**src/include/mtp_pkg.sv**
```systemverilog
// shared types and constants for the memory-type cache policy block
`default_nettype none
package mtp_pkg;

  // widths of the type and access-kind codes
  localparam int TYPE_W = 3;
  localparam int KIND_W = 2;

  // reset level of every control flop and decision output
  localparam logic RST_LEVEL = 1'b0;

  // memory types; code 3'h3 is unused and treated as uncacheable
  typedef enum logic [TYPE_W-1:0] {
    uncacheable_type            = 3'h0,
    write_combining_type        = 3'h1,
    combining_plus_snooped_type = 3'h2,
    writethrough_type           = 3'h4,
    write_protect_type          = 3'h5,
    writeback_type              = 3'h6,
    cache_disabled_type         = 3'h7
  } mem_type_e;

  // kind of access offered by the core pipeline
  typedef enum logic [KIND_W-1:0] {
    kind_load  = 2'h0,
    kind_store = 2'h1,
    kind_fetch = 2'h2
  } access_kind_e;

  // handling decided for one access
  typedef struct packed {
    logic cache_read;        // served from or filled into a cache
    logic allocate;          // allocate a line
    logic update_line;       // write data into the cached line
    logic set_modified;      // line goes to modified state
    logic drop_line;         // invalidate the hit data line
    logic icache_inv;        // invalidate the hit instruction line
    logic no_icache_replace; // fetch miss must not replace a line
    logic mem_read;          // read main memory
    logic mem_write;         // write main memory
    logic combine;           // route via write-combining buffers
    logic use_wbuf;          // may be held in the write buffer
    logic snoop_all;         // snoop every processor, self included
    logic in_order;          // strictly ordered, no bypass
  } policy_s;

endpackage
`default_nettype wire

```
**src/include/mem_type_if.sv**
```systemverilog
// type resolution signals between the policy top and its resolver
`default_nettype none
interface mem_type_if;
  mtp_pkg::mem_type_e page_type;  // type from page attribute table
  mtp_pkg::mem_type_e range_type; // type from range type registers
  logic               cd_bit;     // cache_disable_control_bit
  logic               inv_pulse;  // either invalidate instruction done
  mtp_pkg::mem_type_e eff_type;   // resolved effective type
  logic               cd_stale;   // caches disabled, not invalidated

  modport resolver (
    input  page_type,
    input  range_type,
    input  cd_bit,
    input  inv_pulse,
    output eff_type,
    output cd_stale
  );

  modport user (
    output page_type,
    output range_type,
    output cd_bit,
    output inv_pulse,
    input  eff_type,
    input  cd_stale
  );
endinterface
`default_nettype wire

```
**src/hdl/mem_type_resolver.sv**
```systemverilog
// effective memory type resolution with cache-disabled inference
`default_nettype none
module mem_type_resolver (
  input wire logic    i_clk_sys,
  input wire logic    i_rst,
  mem_type_if.resolver tif
);

  logic inv_since_disable; // caches emptied while disabled

  // types that would normally live in the caches
  function automatic logic is_cacheable(input mtp_pkg::mem_type_e t);
    return (t == mtp_pkg::write_protect_type) ||
           (t == mtp_pkg::writethrough_type) ||
           (t == mtp_pkg::writeback_type);
  endfunction

  // sticky invalidate marker; an invalidate sets it only while the control bit is high
  always_ff @(posedge i_clk_sys) begin
    if (i_rst) begin
      inv_since_disable <= mtp_pkg::RST_LEVEL;
    end else if (tif.inv_pulse && tif.cd_bit) begin
      inv_since_disable <= 1'b1;
    end else if (!tif.cd_bit) begin
      // re-enabling arms the check for the next disable
      inv_since_disable <= 1'b0;
    end
  end

  // conflict first, then the disable state of the caches
  always_comb begin
    tif.cd_stale = tif.cd_bit && !inv_since_disable;
    if (tif.page_type != tif.range_type) begin
      tif.eff_type = mtp_pkg::cache_disabled_type;
    end else if (tif.cd_bit && is_cacheable(tif.page_type)) begin
      // once emptied nothing can hit, so plain uncacheable is safe
      tif.eff_type = inv_since_disable ? mtp_pkg::uncacheable_type
                                       : mtp_pkg::cache_disabled_type;
    end else begin
      tif.eff_type = tif.page_type;
    end
  end
endmodule
`default_nettype wire

```
**src/hdl/memory_type_cache_policy.sv**
```systemverilog
// per-access caching, buffering and ordering policy by memory type
`default_nettype none
// Behaviour
// - uncacheable: no caching, speculation or combining
// - drain write buffers before uncacheable access
// - disabled, uninvalidated caches make cacheable become cd
// - page/range type conflict infers cache-disabled type
// - cd data hit: writeback if modified, invalidate, continue
// - cd fetch: hit from icache, miss no replace
// - cd write hitting icache invalidates icache line
// - write-combining: uncached, speculative reads, writes merged
// - combining-plus: combine and snoop all caches
// - write-protect reads cached, allocate, may speculate
// - write-protect writes memory, hit invalidates line
// - writethrough writes memory, hit updates, keeps state
// - writethrough write miss no allocate; reads allocate
// - writeback reads allocate, may speculate
// - writeback write hit updates line, sets modified
// - writeback write miss allocates modified line
// - writeback writes memory only on writeback
// - combining buffers separate from write buffers
// - uncacheable/combining writes always update memory
module memory_type_cache_policy (
  input  wire logic                  i_clk_sys,
  input  wire logic                  i_rst,
  input  wire logic                  i_req_valid,
  input  wire mtp_pkg::access_kind_e i_req_kind,
  input  wire logic                  i_req_spec,
  input  wire mtp_pkg::mem_type_e    i_page_type,
  input  wire mtp_pkg::mem_type_e    i_range_type,
  input  wire logic                  i_cache_disable_control_bit,
  input  wire logic                  i_invalidate_done,
  input  wire logic                  i_data_hit,
  input  wire logic                  i_line_modified,
  input  wire logic                  i_icache_hit,
  input  wire logic                  i_wbuf_empty,
  input  wire logic                  i_mem_idle,
  input  wire logic                  i_cache_ack,
  output logic                       o_req_ready,
  output logic                       o_reject,
  output logic                       o_issue,
  output mtp_pkg::mem_type_e         o_eff_type,
  output logic                       o_cache_read,
  output logic                       o_allocate,
  output logic                       o_update_line,
  output logic                       o_set_modified,
  output logic                       o_drop_line,
  output logic                       o_icache_inv,
  output logic                       o_no_icache_replace,
  output logic                       o_mem_read,
  output logic                       o_mem_write,
  output logic                       o_combine,
  output logic                       o_use_wbuf,
  output logic                       o_snoop_all,
  output logic                       o_in_order,
  output logic                       o_drain_wbuf,
  output logic                       o_line_writeback,
  output logic                       o_line_invalidate,
  output logic                       o_cd_stale
);

  // sequencing of strictly ordered accesses
  typedef enum logic [1:0] {
    st_idle  = 2'b00,
    st_drain = 2'b01,
    st_flush = 2'b10,
    st_inval = 2'b11
  } state_e;

  state_e                state;      // current step
  state_e                next_state; // step after this edge
  mtp_pkg::access_kind_e req_kind;   // held access kind
  mtp_pkg::mem_type_e    req_type;   // held effective type
  logic                  req_hit;    // held data cache hit
  logic                  req_mod;    // held modified state of hit
  logic                  req_ihit;   // held instruction cache hit
  mtp_pkg::policy_s      pol;        // registered decision
  mtp_pkg::policy_s      next_pol;   // decision being issued
  mtp_pkg::mem_type_e    cur_type;   // type seen by the decoder
  logic                  take;       // request accepted this edge
  logic                  refuse;     // accepted request is refused
  logic                  go_issue;   // decision goes out this edge
  logic                  issue_hit;  // hit seen by the decoder

  mem_type_if tif ();

  // resolver inputs come straight from the request side
  assign tif.page_type  = i_page_type;
  assign tif.range_type = i_range_type;
  assign tif.cd_bit     = i_cache_disable_control_bit;
  assign tif.inv_pulse  = i_invalidate_done;

  mem_type_resolver u_resolver (
    .i_clk_sys (i_clk_sys),
    .i_rst     (i_rst),
    .tif       (tif)
  );

  // strictly ordered types go through the drain sequence
  function automatic logic is_ordered(input mtp_pkg::mem_type_e t);
    return (t == mtp_pkg::cache_disabled_type) ||
           (t == mtp_pkg::uncacheable_type) ||
           !(t inside {mtp_pkg::write_combining_type,
                       mtp_pkg::combining_plus_snooped_type,
                       mtp_pkg::writethrough_type,
                       mtp_pkg::write_protect_type,
                       mtp_pkg::writeback_type});
  endfunction

  // per-type decision table for one access
  function automatic mtp_pkg::policy_s decide(
    input mtp_pkg::mem_type_e    t,
    input mtp_pkg::access_kind_e k,
    input logic                  dhit,
    input logic                  ihit
  );
    mtp_pkg::policy_s p;
    logic             st;
    logic             fe;
    logic             h;
    p  = '0;
    st = (k == mtp_pkg::kind_store);
    fe = (k == mtp_pkg::kind_fetch);
    h  = fe ? ihit : dhit;
    unique case (t)
      mtp_pkg::cache_disabled_type: begin
        p.in_order          = 1'b1;
        p.cache_read        = fe && ihit;
        p.mem_read          = !st && !(fe && ihit);
        p.no_icache_replace = fe;
        p.mem_write         = st;
        p.icache_inv        = st && ihit;
      end
      mtp_pkg::write_combining_type: begin
        // merged writes may leave out of program order
        p.mem_read  = !st;
        p.mem_write = st;
        p.combine   = st;
      end
      mtp_pkg::combining_plus_snooped_type: begin
        p.mem_read  = !st;
        p.mem_write = st;
        p.combine   = st;
        p.snoop_all = 1'b1;
      end
      mtp_pkg::write_protect_type: begin
        if (st) begin
          p.mem_write = 1'b1;
          p.use_wbuf  = 1'b1;
          p.drop_line = h;
        end else begin
          p.cache_read = 1'b1;
          p.allocate   = !h;
          p.mem_read   = !h;
        end
      end
      mtp_pkg::writethrough_type: begin
        if (st) begin
          // state bits untouched: set_modified stays low
          p.mem_write   = 1'b1;
          p.use_wbuf    = 1'b1;
          p.update_line = h;
        end else begin
          p.cache_read = 1'b1;
          p.allocate   = !h;
          p.mem_read   = !h;
        end
      end
      mtp_pkg::writeback_type: begin
        if (st) begin
          // memory sees this data only when the line is written back
          p.update_line  = 1'b1;
          p.allocate     = !h;
          p.set_modified = 1'b1;
          p.use_wbuf     = 1'b1;
        end else begin
          // fill state (shared, exclusive) is chosen by the cache
          p.cache_read = 1'b1;
          p.allocate   = !h;
          p.mem_read   = !h;
        end
      end
      default: begin
        // uncacheable and the unused code: nothing cached or merged
        p.in_order  = 1'b1;
        p.mem_read  = !st;
        p.mem_write = st;
      end
    endcase
    return p;
  endfunction

  // acceptance, refusal and the next step
  always_comb begin
    take       = i_req_valid && o_req_ready;
    cur_type   = (state == st_idle) ? tif.eff_type : req_type;
    // speculative writes never, speculative ordered reads never
    refuse     = i_req_spec && ((i_req_kind == mtp_pkg::kind_store) ||
                                is_ordered(tif.eff_type));
    go_issue   = 1'b0;
    issue_hit  = (state == st_idle) ? i_data_hit : req_hit;
    next_state = state;
    unique case (state)
      st_idle: begin
        if (take && !refuse) begin
          if (is_ordered(tif.eff_type)) begin
            next_state = st_drain;
          end else begin
            go_issue = 1'b1;
          end
        end
      end
      st_drain: begin
        // buffers empty and earlier accesses done: no passing
        if (i_wbuf_empty && i_mem_idle) begin
          if (req_type == mtp_pkg::cache_disabled_type &&
              req_kind != mtp_pkg::kind_fetch && req_hit) begin
            next_state = req_mod ? st_flush : st_inval;
          end else begin
            next_state = st_idle;
            go_issue   = 1'b1;
          end
        end
      end
      st_flush: begin
        if (i_cache_ack) begin
          next_state = st_inval;
        end
      end
      st_inval: begin
        // after the invalidate the access runs as a miss
        issue_hit = 1'b0;
        if (i_cache_ack) begin
          next_state = st_idle;
          go_issue   = 1'b1;
        end
      end
    endcase
    next_pol = decide(cur_type,
                      (state == st_idle) ? i_req_kind : req_kind,
                      issue_hit,
                      (state == st_idle) ? i_icache_hit : req_ihit);
  end

  // sequence state
  always_ff @(posedge i_clk_sys) begin
    if (i_rst) begin
      state <= st_idle;
    end else begin
      state <= next_state;
    end
  end

  // request capture; lookups are held for the whole sequence
  always_ff @(posedge i_clk_sys) begin
    if (i_rst) begin
      req_kind <= mtp_pkg::kind_load;
      req_type <= mtp_pkg::uncacheable_type;
      req_hit  <= mtp_pkg::RST_LEVEL;
      req_mod  <= mtp_pkg::RST_LEVEL;
      req_ihit <= mtp_pkg::RST_LEVEL;
    end else if (take) begin
      req_kind <= i_req_kind;
      req_type <= tif.eff_type;
      req_hit  <= i_data_hit;
      req_mod  <= i_line_modified;
      req_ihit <= i_icache_hit;
    end
  end

  // handshake and cache-action outputs
  always_ff @(posedge i_clk_sys) begin
    if (i_rst) begin
      o_req_ready       <= mtp_pkg::RST_LEVEL;
      o_reject          <= mtp_pkg::RST_LEVEL;
      o_drain_wbuf      <= mtp_pkg::RST_LEVEL;
      o_line_writeback  <= mtp_pkg::RST_LEVEL;
      o_line_invalidate <= mtp_pkg::RST_LEVEL;
      o_cd_stale        <= mtp_pkg::RST_LEVEL;
    end else begin
      // ready mirrors the idle step, one request in flight at most
      o_req_ready       <= (next_state == st_idle);
      o_reject          <= take && refuse;
      o_drain_wbuf      <= (next_state == st_drain);
      o_line_writeback  <= (next_state == st_flush);
      o_line_invalidate <= (next_state == st_inval);
      o_cd_stale        <= tif.cd_stale;
    end
  end

  // decision outputs, valid in the o_issue cycle only
  always_ff @(posedge i_clk_sys) begin
    if (i_rst) begin
      o_issue    <= mtp_pkg::RST_LEVEL;
      o_eff_type <= mtp_pkg::uncacheable_type;
      pol        <= '0;
    end else begin
      o_issue    <= go_issue;
      o_eff_type <= (state == st_idle) ? tif.eff_type : req_type;
      pol        <= go_issue ? next_pol : '0;
    end
  end

  assign o_cache_read        = pol.cache_read;
  assign o_allocate          = pol.allocate;
  assign o_update_line       = pol.update_line;
  assign o_set_modified      = pol.set_modified;
  assign o_drop_line         = pol.drop_line;
  assign o_icache_inv        = pol.icache_inv;
  assign o_no_icache_replace = pol.no_icache_replace;
  assign o_mem_read          = pol.mem_read;
  assign o_mem_write         = pol.mem_write;
  assign o_combine           = pol.combine;
  assign o_use_wbuf          = pol.use_wbuf;
  assign o_snoop_all         = pol.snoop_all;
  assign o_in_order          = pol.in_order;
endmodule
`default_nettype wire

```
**config.mk**
```make
export PLATFORM = sky130hd
export DESIGN_NAME = memory_type_cache_policy
export DESIGN_NICKNAME = d
export VERILOG_FILES = /design/src/include/mtp_pkg.sv /design/src/include/mem_type_if.sv /design/src/hdl/mem_type_resolver.sv /design/src/hdl/memory_type_cache_policy.sv
export SDC_FILE = /design/constraint.sdc
export NUM_CORES = 1
export LEC_CHECK = 0
export BUFFER_PORTS_ARGS = -buffer_cell sky130_fd_sc_hd__buf_2
export CAP_MARGIN = 20
export CORE_ASPECT_RATIO = 1.75
export CORE_MARGIN = 2
export CORE_UTILIZATION = 55
export DETAILED_ROUTE_END_ITERATION = 12
export PLACE_DENSITY = 0.84
export SETUP_SLACK_MARGIN = 0.15
export SYNTH_ARGS = -nofsm -noshare
export SYNTH_HDL_FRONTEND = slang
export SYNTH_SLANG_ARGS = --single-unit
```
**constraint.sdc**
```tcl
create_clock -name i_clk_sys -period 4.77 [get_ports i_clk_sys]
set_clock_uncertainty 0.2 [all_clocks]
set_input_delay 0.2385 -clock i_clk_sys [delete_from_list [all_inputs] [get_ports i_clk_sys]]
set_output_delay 0.2385 -clock i_clk_sys [all_outputs]
set_load 0.01 [all_outputs]
```
==> impl_metrics.py <==
metrics = {
    "status": {
        "outcome": "finished, final reports clean",
    },
    "logic_synthesis": {
        "synth.area.top_cells": "dfxtp_1 42%, nand2_1 5.1%, nor2_1 3.5%",
        "synthAdderAreaFrac": 0,
        "async_reset_ff_frac": 0,
        "synth_seq_area_share": 0.420,
        "synth_area_um2": 1620,
        "synth_xor_area_frac": 0.0463,
        "synth_compound_area_frac": 0.226,
        "syn_avg_cell_area_um2": 9.76,
        "synthMuxAreaShare": 0.0185,
        "synthFlopType": "dfxtp_1",
        "netlist_instances": 166,
        "synth_top_area_frac": 0.420,
        "synth-simple-area-share": 0.246,
        "synthesis.nets": 186,
        "synth_top_family_by_area": "simple AND/OR/NAND/NOR gates",
        "ys_types": 54,
        "synth_top_area_cell": "dfxtp_1",
        "ys_ff_latch": 34,
        "synth_edf_count": 0,
        "ys.warnings.count": 0,
    },
    "timing": {
        "setup_viol": 0,
        "final_max_slew_viol_count": 0,
        "max_slew_margin": 0.449,
        "fin_crit_sh": 0.521,
        "fmax_mhz": 402,
        "layout_setup_ws_ns": 2.28,
        "tightest_slew_ns": 0.823,
        "tns_ns": 0,
        "rsz0062_at_grt": "false",
        "finalCriticalPeriod_ns": 2.49,
        "final-hold-violation-count": 0,
    },
    "worst_hold_path": {
        "hold_class": "in -> reg",
    },
    "cells_and_area": {
        "nets": 229,
        "diodes": 0,
        "layout-drive-gt1-share": 0.329,
        "area_delta_synth_final_pct": 18.3,
    },
    "run": {
        "maxCapViolations": 0,
    },
    "critical_path": {
        "worstPathMaxFanout": 11,
        "end_kind": "register",
        "cp_data_arrival_time_ns": 2.49,
        "start_kind": "register",
        "required_ns": 4.77,
        "crit_type": "reg -> reg",
        "r2r_setup_slack_ns": 2.28,
    },
    "clock_tree": {
        "cts_tree": "yes",
        "htree_levels": 2,
        "worstSkewPairLatency_ns": 0.28,
        "post_cts_buffers": 0,
        "clkTransAtPathRegs_ns": 0.06,
        "cts_sinks": 34,
        "cts_buffers": 5,
        "cts-hold-fix-buffers": 1,
        "clockRootBuffer": "clkbuf_8",
        "cts.path.max_buffers": 2,
        "ctsResizeCount": 0,
    },
    "floorplanning": {
        "dieArea_um2": 3410,
        "die_w_um": 45.0,
        "ioPinCount": 43,
        "start_util": 0.566,
        "rows": 26,
        "core_um2": 2860,
        "die_h_um": 75.8,
    },
    "global_routing": {
        "grtUsageTotal": 0.231,
        "grt_remaining_overflow": 0,
        "grt_antenna_before_repair": 0,
        "grt_max_degree": 15,
        "grt_pass1_vias": 1353,
        "grt_pass1_wl_um": 5730,
    },
    "pwr": {
        "finalPower_mw": 0.609,
        "p_per_area_nw_per_um2": 318,
        "ir_drop_v": 0.000293,
        "power_leakage_nw": 0.820,
    },
    "drt": {
        "firstDrtPassIters": 4,
        "routed_wl_um": 3550,
        "wl_per_cell_um": 14.9,
        "drc": 0,
        "via_per_inst": 5.90,
        "antenna_left": 0,
        "drt_iter0_markers": 20,
        "vias": 1405,
    },
    "placement": {
        "place_ws_ns": 2.34,
        "dpl.hpwl_um": 2780,
        "gp_congestion": 0.857,
        "io_buffers": 42,
    },
}
[metal layers]
layer	global-route usage	wire (um)	vias up
li1	-	-	687
met1	0.211	1260	669
met2	0.430	2030	38
met3	0.0664	143	11
met4	0.137	110	0
met5	0	0	-
[sequential cells by signal (all words and copies together), names as in the netlist, 2 cells and up]
signal,flops
o_eff_type,3
req_type,3
req_kind,2
state,2
[power by group]
group | leakage, nW | switching (mW) | internal, mW
combinational | 0.494 | 0.0591 | 0.0396
sequential | 0.277 | 0.00693 | 0.294
clock | 0.0482 | 0.0931 | 0.116
[critical path, cell delays in order, from the launching register on]
cell	delay (ns)
dfxtp_1	0.42
nor2_1	0.68
nand2_1	0.25
o32ai_2	0.49
nand2_1	0.13
a211oi_2	0.23
[synth_stat cells, types with 2 or more instances]
master / count
a211oi_1: 4
a21oi_1: 7
and2_1: 5
and3_1: 2
buf_4: 2
buf_6: 2
clkbuf_1: 2
dfxtp_1: 34
inv_1: 5
mux2i_1: 3
nand2_1: 22
nor2_1: 15
nor2b_1: 3
nor3_1: 7
nor3b_1: 3
nor4_1: 2
o211ai_1: 3
o21ai_0: 3
o311ai_0: 2
o32ai_2: 2
or3_1: 2
xnor2_2: 3
xor2_1: 2
[through the flow]
stage,std cells,hold slack [ns],utilization,area (um^2)
after floorplan,166,0.114,-,1620
after global placement,229,0.245,0.634,1820
after detailed placement,229,0.254,0.634,1820
after CTS,238,0.000900,0.670,1920
after global routing,238,0.0107,0.670,1920
final,238,0.00207,0.670,1920
[kinds of logic after synthesis]
family	after synthesis
AOI/OAI and AO/OA	38
muxes	3
buffers and inverters	12
xor gates and xnor gates	6
and+or+nand+nor	73
DFF	34
[path summary, 6_finish.rpt]
check | depth (start not counted) | startpoint | end
hold reg to reg | 2 | req_mod | req_mod
setup reg to reg | 5 | state[0] | o_in_order
setup / recovery | 5 | state[0] | o_in_order
hold / removal | 3 | i_line_modified | req_mod
[layout by cell type, fill, tap and decap left out, drive strengths merged, types with 4 or more instances in the layout]
cell type and instances:
buf 42, dfxtp 34, nand2 23, nor2 15
nor3 8, a21oi 8, clkbuf 7, and2 5
inv 5, a211oi 5, o21ai 4, xnor2 4
[cell type report]
| type | count | area [um^2] |
|---|---|---|
| inverters | 5 | 18.8 |
| multi-input cells | 120 | 871 |
| repair buffers | 43 | 220 |
| clock inverters | 1 | 5.00 |
| well taps | 28 | 35.0 |
| flip-flops and latches | 34 | 681 |
| fillers | 251 | 946 |
| clock buffers | 7 | 86.3 |
(Power assumes the default switching activity.)
